**config.mk**
```make
export PLATFORM = sky130hd
export DESIGN_NAME = pmrb_regbank
export DESIGN_NICKNAME = d
export VERILOG_FILES = /design/src/design/pmrb_sync.v /design/src/design/pmrb_latch_high.v /design/src/design/pmrb_regbank.v
export VERILOG_INCLUDE_DIRS = /design/src /design/src/design
export SDC_FILE = /design/constraint.sdc
export NUM_CORES = 1
export LEC_CHECK = 0
export ABC_AREA = 1
export BUFFER_PORTS_ARGS = -buffer_cell sky130_fd_sc_hd__buf_2
export CELL_PAD_IN_SITES_DETAIL_PLACEMENT = 0
export CELL_PAD_IN_SITES_GLOBAL_PLACEMENT = 1
export CORE_ASPECT_RATIO = 0.9
export CORE_MARGIN = 2
export CORE_UTILIZATION = 36
export DETAILED_ROUTE_END_ITERATION = 10
export GPL_ROUTABILITY_DRIVEN = 0
export PLACE_DENSITY = 0.83
export SYNTH_ARGS = -nofsm -noshare
export SYNTH_HDL_FRONTEND = slang
export SYNTH_HIERARCHICAL = 1
export SYNTH_SLANG_ARGS = --single-unit
```
**constraint.sdc**
```tcl
create_clock -name CLK -period 1.95 [get_ports CLK]
set_clock_uncertainty 0.05 [all_clocks]
set_input_delay 0.39 -clock CLK [delete_from_list [all_inputs] [get_ports CLK]]
set_output_delay 0.39 -clock CLK [all_outputs]
set_load 0.05 [all_outputs]
```
**src/design/pmrb_defines.vh**
```
// Constants for the PHY management register bank: indices, fields, resets.
// Assumes inclusion by bare name from the design files.
`ifndef PMRB_DEFINES_VH
`define PMRB_DEFINES_VH
// ----------------------------------------------------------------------------
// Register indices
// ----------------------------------------------------------------------------
`define PMRB_IDX_CTRL      5'h00
`define PMRB_IDX_STAT      5'h01
`define PMRB_IDX_ID_HI     5'h02
`define PMRB_IDX_ID_LO     5'h03
`define PMRB_IDX_ADV       5'h04
`define PMRB_IDX_LPA       5'h05
`define PMRB_IDX_EXP       5'h06
`define PMRB_IDX_MODE      5'h11
`define PMRB_IDX_SMODE     5'h12
`define PMRB_IDX_SIND      5'h1B
`define PMRB_IDX_ISRC      5'h1D
`define PMRB_IDX_IMSK      5'h1E
`define PMRB_IDX_SCTL      5'h1F
// ----------------------------------------------------------------------------
// Control field positions
// ----------------------------------------------------------------------------
`define PMRB_CTL_RST       15
`define PMRB_CTL_LOOP      14
`define PMRB_CTL_SPEED     13
`define PMRB_CTL_ANEN      12
`define PMRB_CTL_PDN       11
`define PMRB_CTL_ANRST     9
`define PMRB_CTL_DUPLEX    8
`define PMRB_CTL_COLTST    7
// ----------------------------------------------------------------------------
// Status field positions and constant ability bits
// ----------------------------------------------------------------------------
`define PMRB_STA_ANDONE    5
`define PMRB_STA_RFAULT    4
`define PMRB_STA_ANABLE    3
`define PMRB_STA_LINK      2
`define PMRB_STA_JABBER    1
`define PMRB_STA_EXTCAP    0
`define PMRB_STA_ABILITY   5'h0F
// ----------------------------------------------------------------------------
// Reset values and timing
// ----------------------------------------------------------------------------
`define PMRB_RST_ZERO      1'b0
`define PMRB_RST_WORD      16'h0000
`define PMRB_SRST_CYCLES   4'h4
`endif

```
**src/design/pmrb_sync.v**
```verilog
// Two-flop synchroniser for one level input.
// Assumes the input is asynchronous to CLK.
`default_nettype none
module pmrb_sync (
  // Clock and reset
  input  wire clk,
  input  wire rst,
  // Level
  input  wire d,
  output wire q
);
  reg s1_ff;
  reg s2_ff;
  always @(posedge clk) begin
    if (rst) begin
      s1_ff <= 1'b0;
      s2_ff <= 1'b0;
    end else begin
      s1_ff <= d;
      s2_ff <= s1_ff;
    end
  end
  assign q = s2_ff;
endmodule // pmrb_sync
`default_nettype wire

```
**src/design/pmrb_latch_high.v**
```verilog
// Latch-high status flag: set by an event, cleared by a read, set wins.
// Assumes event and clear come from the CLK domain.
`default_nettype none
module pmrb_latch_high (
  // Clock and reset
  input  wire clk,
  input  wire rst,
  // Control
  input  wire set_in,
  input  wire clr_in,
  output wire flag
);
  reg flag_ff;
  always @(posedge clk) begin
    if (rst) begin
      flag_ff <= 1'b0;
    end else if (set_in) begin
      flag_ff <= 1'b1;
    end else if (clr_in) begin
      flag_ff <= 1'b0;
    end
  end
  assign flag = flag_ff;
endmodule // pmrb_latch_high
`default_nettype wire

```
**src/design/pmrb_regbank.v**
```verilog
// PHY management register bank: basic control, basic status, identifiers.
// Assumes the MAC management access logic drives index, strobes and data
// on CLK; PHY status pins are asynchronous and are synchronised here.
`default_nettype none
`include "pmrb_defines.vh"
module pmrb_regbank #(
  parameter [15:0] ID_HIGH  = 16'h1234, // Arbitrary value
  parameter [5:0]  ID_OUI   = 6'h2A,    // Arbitrary value
  parameter [5:0]  ID_MODEL = 6'h01,    // Arbitrary value
  parameter [3:0]  ID_REV   = 4'h1      // Arbitrary value
) (
  // Clock and reset
  input  wire        CLK,
  input  wire        SYS_RST,
  // Management access from the MAC
  input  wire [4:0]  MGMT_INDEX,
  input  wire        MGMT_WR,
  input  wire        MGMT_RD,
  input  wire [15:0] MGMT_WDATA,
  output wire [15:0] MGMT_RDATA,
  output wire        MGMT_RVALID,
  // Straps and PHY state pins
  input  wire        SPEED_SEL_PIN,
  input  wire        AN_DONE_PIN,
  input  wire        REMOTE_FAULT_PIN,
  input  wire        LINK_UP_PIN,
  input  wire        JABBER_PIN,
  // Control outputs to the PHY core
  output wire        SOFT_RESET,
  output wire        LOOPBACK,
  output wire        SPEED_100,
  output wire        FULL_DUPLEX,
  output wire        AN_ENABLE,
  output wire        AN_RESTART,
  output wire        POWER_DOWN,
  output wire        COL_TEST
);
  // --------------------------------------------------------------------------
  // Input synchronisers
  // --------------------------------------------------------------------------
  wire strap_s;
  wire andone_s;
  wire rfault_s;
  wire link_s;
  wire jab_s;
  pmrb_sync u_sync_strap (.clk(CLK), .rst(SYS_RST), .d(SPEED_SEL_PIN),    .q(strap_s));
  pmrb_sync u_sync_andn  (.clk(CLK), .rst(SYS_RST), .d(AN_DONE_PIN),      .q(andone_s));
  pmrb_sync u_sync_rflt  (.clk(CLK), .rst(SYS_RST), .d(REMOTE_FAULT_PIN), .q(rfault_s));
  pmrb_sync u_sync_link  (.clk(CLK), .rst(SYS_RST), .d(LINK_UP_PIN),      .q(link_s));
  pmrb_sync u_sync_jab   (.clk(CLK), .rst(SYS_RST), .d(JABBER_PIN),       .q(jab_s));

  // --------------------------------------------------------------------------
  // Strap capture after reset release
  // --------------------------------------------------------------------------
  reg [1:0] strap_cnt_ff;
  reg       strap_load_ff;
  always @(posedge CLK) begin
    if (SYS_RST) begin
      strap_cnt_ff  <= 2'h0;
      strap_load_ff <= 1'b0;
    end else begin
      // Load once the synchroniser has carried the strap level
      strap_load_ff <= (strap_cnt_ff == 2'h1);
      if (strap_cnt_ff != 2'h3) begin
        strap_cnt_ff <= strap_cnt_ff + 2'h1;
      end
    end
  end

  // --------------------------------------------------------------------------
  // Access decode
  // --------------------------------------------------------------------------
  reg idx_ctrl;
  reg idx_stat;
  reg idx_known;
  always @* begin
    idx_ctrl  = 1'b0;
    idx_stat  = 1'b0;
    idx_known = 1'b1;
    if (MGMT_INDEX == `PMRB_IDX_CTRL) begin
      idx_ctrl = 1'b1;
    end else if (MGMT_INDEX == `PMRB_IDX_STAT) begin
      idx_stat = 1'b1;
    end else if (MGMT_INDEX == `PMRB_IDX_ID_HI || MGMT_INDEX == `PMRB_IDX_ID_LO ||
                 MGMT_INDEX == `PMRB_IDX_ADV   || MGMT_INDEX == `PMRB_IDX_LPA   ||
                 MGMT_INDEX == `PMRB_IDX_EXP   || MGMT_INDEX == `PMRB_IDX_MODE  ||
                 MGMT_INDEX == `PMRB_IDX_SMODE || MGMT_INDEX == `PMRB_IDX_SIND  ||
                 MGMT_INDEX == `PMRB_IDX_ISRC  || MGMT_INDEX == `PMRB_IDX_IMSK  ||
                 MGMT_INDEX == `PMRB_IDX_SCTL) begin
      idx_known = 1'b1;
    end else begin
      idx_known = 1'b0;
    end
  end

  wire ctrl_wr = MGMT_WR & idx_ctrl;
  wire stat_rd = MGMT_RD & idx_stat & ~MGMT_WR;

  // --------------------------------------------------------------------------
  // Soft reset sequencer
  // --------------------------------------------------------------------------
  reg [3:0] srst_cnt_ff;
  reg [3:0] nxt_srst_cnt;
  wire      srst_busy  = (srst_cnt_ff != 4'h0);
  wire      srst_end   = (srst_cnt_ff == 4'h1);
  // A new request is refused while one runs or the strap is loading
  wire      srst_start = ctrl_wr & MGMT_WDATA[`PMRB_CTL_RST] & ~srst_busy & ~strap_load_ff;
  always @* begin
    nxt_srst_cnt = srst_cnt_ff;
    if (srst_start) begin
      nxt_srst_cnt = `PMRB_SRST_CYCLES;
    end else if (srst_busy) begin
      nxt_srst_cnt = srst_cnt_ff - 4'h1;
    end
  end
  always @(posedge CLK) begin
    if (SYS_RST) begin
      srst_cnt_ff <= 4'h0;
    end else begin
      srst_cnt_ff <= nxt_srst_cnt;
    end
  end

  // --------------------------------------------------------------------------
  // Basic control register
  // --------------------------------------------------------------------------
  reg loop_ff;
  reg speed_ff;
  reg anen_ff;
  reg pdn_ff;
  reg anrst_ff;
  reg duplex_ff;
  reg coltst_ff;
  reg nxt_loop;
  reg nxt_speed;
  reg nxt_anen;
  reg nxt_pdn;
  reg nxt_anrst;
  reg nxt_duplex;
  reg nxt_coltst;
  always @* begin
    nxt_loop   = loop_ff;
    nxt_speed  = speed_ff;
    nxt_anen   = anen_ff;
    nxt_pdn    = pdn_ff;
    nxt_anrst  = 1'b0;
    nxt_duplex = duplex_ff;
    nxt_coltst = coltst_ff;
    if (strap_load_ff) begin
      nxt_speed = strap_s;
      nxt_anen  = strap_s;
    end else if (srst_end) begin
      // No field is immune to soft reset here, so all return to defaults
      nxt_loop   = `PMRB_RST_ZERO;
      nxt_speed  = strap_s;
      nxt_anen   = strap_s;
      nxt_pdn    = `PMRB_RST_ZERO;
      nxt_duplex = `PMRB_RST_ZERO;
      nxt_coltst = `PMRB_RST_ZERO;
    end else if (ctrl_wr && !srst_start && !srst_busy) begin
      // Bits 10 and 6..0 are not stored
      nxt_loop   = MGMT_WDATA[`PMRB_CTL_LOOP];
      nxt_speed  = MGMT_WDATA[`PMRB_CTL_SPEED];
      nxt_anen   = MGMT_WDATA[`PMRB_CTL_ANEN];
      nxt_pdn    = MGMT_WDATA[`PMRB_CTL_PDN];
      nxt_anrst  = MGMT_WDATA[`PMRB_CTL_ANRST];
      nxt_duplex = MGMT_WDATA[`PMRB_CTL_DUPLEX];
      nxt_coltst = MGMT_WDATA[`PMRB_CTL_COLTST];
    end
  end
  always @(posedge CLK) begin
    if (SYS_RST) begin
      loop_ff   <= `PMRB_RST_ZERO;
      speed_ff  <= `PMRB_RST_ZERO;
      anen_ff   <= `PMRB_RST_ZERO;
      pdn_ff    <= `PMRB_RST_ZERO;
      anrst_ff  <= `PMRB_RST_ZERO;
      duplex_ff <= `PMRB_RST_ZERO;
      coltst_ff <= `PMRB_RST_ZERO;
    end else begin
      loop_ff   <= nxt_loop;
      speed_ff  <= nxt_speed;
      anen_ff   <= nxt_anen;
      pdn_ff    <= nxt_pdn;
      anrst_ff  <= nxt_anrst;
      duplex_ff <= nxt_duplex;
      coltst_ff <= nxt_coltst;
    end
  end

  // --------------------------------------------------------------------------
  // Effective control outputs
  // --------------------------------------------------------------------------
  reg srst_o_ff;
  reg speed_o_ff;
  reg duplex_o_ff;
  always @(posedge CLK) begin
    if (SYS_RST) begin
      srst_o_ff   <= 1'b0;
      speed_o_ff  <= 1'b0;
      duplex_o_ff <= 1'b0;
    end else begin
      srst_o_ff <= (nxt_srst_cnt != 4'h0);
      // Under autoneg the manual selects do not drive the core
      speed_o_ff  <= nxt_anen ? 1'b0 : nxt_speed;
      duplex_o_ff <= nxt_anen ? 1'b0 : nxt_duplex;
    end
  end

  // --------------------------------------------------------------------------
  // Basic status register
  // --------------------------------------------------------------------------
  wire rfault_flag;
  pmrb_latch_high u_rfault (
    .clk    (CLK),
    .rst    (SYS_RST | srst_end),
    .set_in (rfault_s),
    .clr_in (stat_rd),
    .flag   (rfault_flag)
  );
  // Completion is only meaningful while powered up and negotiating
  wire an_done = andone_s & anen_ff & ~pdn_ff & ~srst_busy;
  wire [15:0] stat_word = {`PMRB_STA_ABILITY,
                           5'h00,
                           an_done,
                           rfault_flag,
                           1'b1,
                           link_s,
                           jab_s,
                           1'b1};
  wire [15:0] ctrl_word = {srst_busy, loop_ff, speed_ff, anen_ff, pdn_ff, 1'b0,
                           anrst_ff, duplex_ff, coltst_ff, 7'h00};

  // --------------------------------------------------------------------------
  // Read data
  // --------------------------------------------------------------------------
  reg [15:0] rd_mux;
  always @* begin
    rd_mux = `PMRB_RST_WORD;
    if (idx_ctrl) begin
      rd_mux = ctrl_word;
    end else if (idx_stat) begin
      rd_mux = stat_word;
    end else if (MGMT_INDEX == `PMRB_IDX_ID_HI) begin
      rd_mux = ID_HIGH;
    end else if (MGMT_INDEX == `PMRB_IDX_ID_LO) begin
      rd_mux = {ID_OUI, ID_MODEL, ID_REV};
    end else if (!idx_known) begin
      rd_mux = `PMRB_RST_WORD;
    end
  end
  reg [15:0] rdata_ff;
  reg        rvalid_ff;
  always @(posedge CLK) begin
    if (SYS_RST) begin
      rdata_ff  <= `PMRB_RST_WORD;
      rvalid_ff <= 1'b0;
    end else begin
      rvalid_ff <= MGMT_RD & ~MGMT_WR;
      if (MGMT_RD && !MGMT_WR) begin
        rdata_ff <= rd_mux;
      end
    end
  end

  // --------------------------------------------------------------------------
  // Outputs
  // --------------------------------------------------------------------------
  assign MGMT_RDATA  = rdata_ff;
  assign MGMT_RVALID = rvalid_ff;
  assign SOFT_RESET  = srst_o_ff;
  assign LOOPBACK    = loop_ff;
  assign SPEED_100   = speed_o_ff;
  assign FULL_DUPLEX = duplex_o_ff;
  assign AN_ENABLE   = anen_ff;
  assign AN_RESTART  = anrst_ff;
  assign POWER_DOWN  = pdn_ff;
  assign COL_TEST    = coltst_ff;
endmodule // pmrb_regbank
`default_nettype wire

```
==> run_results.csv <==
group,metric,value,unit
timing,finalCritPeriodShare,0.811,
cts,max-clock-path-buffers,2,
power_and_ir_drop,finalPower,2.31,mW
cts,number_of_gates_resized_after_cts,0,
grt,grt_use_total,0.134,
floorplan,floorplan.core_area,0.00483,mm²
timing,timing.fmax,0.632,GHz
power_and_ir_drop,switching_share,0.332,
cts,cts_hold_repair.buffers,0,
grt,antenna_found_initial,0,
drt,post_drt_wl_per_cell,10.7,µm
logic_synthesis,yosysUniqueCellTypes,29,
critical_path,worst-setup-path-type,"reg2reg",
grt,grt_first_pass_wirelength,5910,µm
critical_path,endpoint_kind,"flip-flop",
drt,routed-via-count,1557,
power_and_ir_drop,comb_power_share,0.254,
critical_path,critical_path_peak_fanout,9,
timing,finalMaxSlewViolations,0,
cts,htree_num_levels,2,
logic_synthesis,ys.warnings.count,6,
critical_path,cp-start-kind,"flip-flop",
timing,aggregate_negative_setup_slack,0,ns
cells_and_area,largest_register_ff_count,14,
cells_and_area,final_core_utilization,0.456,
drt,number_of_detailed_routing_iterations_run_before_antenna_repair,4,
cts,clock_latency_of_the_later_clocked_register_in_the_worst_skew_pair,0.30,ns
cells_and_area,fin_nets,317,
cts,tritoncts.num_buffers,5,
cells_and_area,fillers,504,
critical_path,crit_start,"srst_cnt_ff[0]",
timing,rsz_0062_raised_after_global_routing,"false",
drt,drc,0,
cells_and_area,post_route_cells_drive_above_1_share,0.261,
power_and_ir_drop,share_of_total_power_in_sequential_cells,0.436,
critical_path,worst-r2r-cell-count,9,
cells_and_area,insertedDiodeCount,0,
power_and_ir_drop,power_density,1050,mW/mm²
critical_path,rr_startpoint,"srst_cnt_ff[0]",
cts,clk_transition_reported_paths,0.09,ns
drt,avgViaCountPerCell,4.47,
placement,numPortBuffers,44,
cts,cts_tree,"built",
logic_synthesis,synth_top_cell_by_area,"sky130_fd_sc_hd__dfxtp_1",
logic_synthesis,synth_top_area_share,0.478,
timing,finalSetupViolCount,0,
critical_path,worst_flop_to_flop_path_endpoint,"LOOPBACK",
grt,via_count_of_the_first_global_routing_pass,1324,
grt,grt_start_max_net_pins,18,
power_and_ir_drop,peakVddDrop,493,µV
cells_and_area,layout-area-overhead-vs-synth,22.5,%
logic_synthesis,synth_area_leaders,"sky130_fd_sc_hd__dfxtp_1 (48%), sky130_fd_sc_hd__nand2_1 (9.0%), sky130_fd_sc_hd__inv_1 (7.3%), sky130_fd_sc_hd__nor2_1 (6.3%), sky130_fd_sc_hd__nand3_1 (4.2%)",
logic_synthesis,synthArstFlopShare,0,
floorplan,die-width,78.5,µm
grt,grt-ovfl-total,0,
critical_path,critical-path-top-cell-by-count,"sky130_fd_sc_hd__o21ai_1",
logic_synthesis,synth_edf_count,0,
logic_synthesis,yosys_register_bits,43,
drt,first_iter_violations,49,
power_and_ir_drop,internal-power,1.55,mW
power_and_ir_drop,clock_power_share,0.310,
floorplan,initial_core_util,0.372,
critical_path,cp_slowest_cell,"sky130_fd_sc_hd__dfxtp_1",
timing,finalCriticalPeriod,1.58,ns
logic_synthesis,synth_area_per_cell,7.69,µm²
power_and_ir_drop,leakagePower,1.11,nW
logic_synthesis,cells_after_synth,234,
floorplan,ioPinCount,55,
critical_path,worstPathCellList,"inv_1, ha_1, nand2_4, inv_2, nand2_2, nor2_4, o21ai_1, nand3_1, o21ai_1",
critical_path,r2r_setup_slack,0.37,ns
timing,hold_viol_final,0,
logic_synthesis,ys_seq_area_frac,0.478,
placement,dpl.hpwl,2830,µm
logic_synthesis,syn_area,0.00180,mm²
critical_path,critPathCapture,"LOOPBACK",
critical_path,critPathArrivalTime,1.77,ns
run_status,outcome,"completed",
drt,postRouteAntennaNets,0,
logic_synthesis,postSynth.topFlopCell,"sky130_fd_sc_hd__dfxtp_1",
critical_path,critPathRequiredTime,2.13,ns
cts,cts.sink_count,43,
floorplan,row_count,24,
cts,postCtsSetupRepairBufs,0,
drt,drt_wl_total,3740,µm
power_and_ir_drop,netSwitchingPower,0.769,mW
flow_run,max-cap-violations,0,
critical_path,crit_path_max_incr_delay,0.40,ns
floorplan,vert_die_dim,71.1,µm
floorplan,die_area,0.00558,mm²
hold_path,holdCritPathClass,"in2reg",
cts,cts-root-buf,"sky130_fd_sc_hd__clkbuf_8",
-- metal layers --
layer / wire length [µm] / track usage / vias to the layer above
met5: 0 / 0 / -
met4: 38 / 0.0409 / 0
met3: 174 / 0.0395 / 5
met2: 1700 / 0.216 / 36
met1: 1820 / 0.176 / 696
li1: - / - / 820
-- critical path: cells and delay by family, from the launching register on --
| kind | cells | cell delay (ns) |
|---|---|---|
| fa+ha+maj | 1 | 0.23 |
| flops | 1 | 0.40 |
| simple gates | 4 | 0.36 |
| buf+inv | 2 | 0.15 |
| compound gates | 2 | 0.34 |
-- per-stage QoR --
stage | setup slack, ns | area (µm²) | cells | hold WS (ns)
2_1_floorplan | 0.578 | 1800 | 235 | 0.338
3_3_place_gp | 0.415 | 2090 | 340 | 0.339
3_5_place_dp | 0.357 | 2090 | 340 | 0.342
4_1_cts | 0.343 | 2200 | 348 | 0.234
5_1_grt | 0.235 | 2200 | 348 | 0.231
6_report | 0.369 | 2200 | 348 | 0.235
-- cell families (layout without fill, tap and decap cells) --
family	Yosys count	in the layout	synth area share
AND/OR/NAND/NOR	108	108	0.285
XOR/XNOR	3	3	0.0146
AO/OA/AOI/OAI	28	28	0.0841
adder cells (fa/ha/maj)	5	5	0.0348
flip-flops	43	43	0.478
other	1	2	0.00208
buffers and inverters	46	94	0.101
-- placed cells by master, fill, tap and decap left out, types with 4 or more instances in the layout --
cell                        n
sky130_fd_sc_hd__a21oi_1   12
sky130_fd_sc_hd__a31oi_1    4
sky130_fd_sc_hd__buf_2     44
sky130_fd_sc_hd__clkbuf_8   5
sky130_fd_sc_hd__dfxtp_1   43
sky130_fd_sc_hd__ha_1       5
sky130_fd_sc_hd__inv_1     35
sky130_fd_sc_hd__inv_2      5
sky130_fd_sc_hd__nand2_1   43
sky130_fd_sc_hd__nand3_1   15
sky130_fd_sc_hd__nor2_1    30
sky130_fd_sc_hd__nor2_2     4
sky130_fd_sc_hd__nor2_4     4
sky130_fd_sc_hd__o21ai_1    8
-- power groups by stage --
stage | logic, mW | registers [mW] | clock network [mW]
5_1_grt | 0.669 | 1.02 | 0.777
6_report | 0.589 | 1.01 | 0.717
3_3_place_gp | 0.583 | 1.03 | 0
2_1_floorplan | 0.403 | 1.09 | 0
4_1_cts | 0.599 | 1.01 | 0.733
3_5_place_dp | 0.596 | 1.03 | 0
-- area by class of cell --
| cell class | instances | area [µm²] | share of cell area |
|---|---|---|---|
| flip-flops and latches | 43 | 861 | 0.390 |
| multi-input cells | 146 | 761 | 0.345 |
| repair buffers | 46 | 235 | 0.107 |
| inverters | 40 | 150 | 0.0681 |
| well taps | 65 | 81.3 | 0.0369 |
| clock buffers | 5 | 68.8 | 0.0312 |
| clock inverters | 3 | 47.5 | 0.0216 |
-- Yosys cell counts, drive strengths merged (2+ instances only) --
cell type / instances
nand2: 45
dfxtp: 43
inv: 40
nor2: 38
nand3: 17
a21oi: 13
o21ai: 10
ha: 5
a31oi: 4
buf: 3
clkbuf: 3
nand4: 3
xor2: 3
nor3b: 2
or2: 2
-- how the worst min path moves through the flow --
stage | from | endpoint | slack, ns | cells after the start
after floorplan | u_sync_andn/s1_ff | u_sync_andn/q | 0.34 | 2
after global placement | u_sync_jab/s1_ff | u_sync_jab/q | 0.34 | 2
after detailed placement | u_sync_jab/s1_ff | u_sync_jab/q | 0.34 | 2
after CTS | REMOTE_FAULT_PIN | u_sync_rflt/s1_ff | 0.23 | 3
after global routing | JABBER_PIN | u_sync_jab/s1_ff | 0.23 | 3
final | REMOTE_FAULT_PIN | u_sync_rflt/s1_ff | 0.24 | 3
Power figures use the tool's default switching activity.
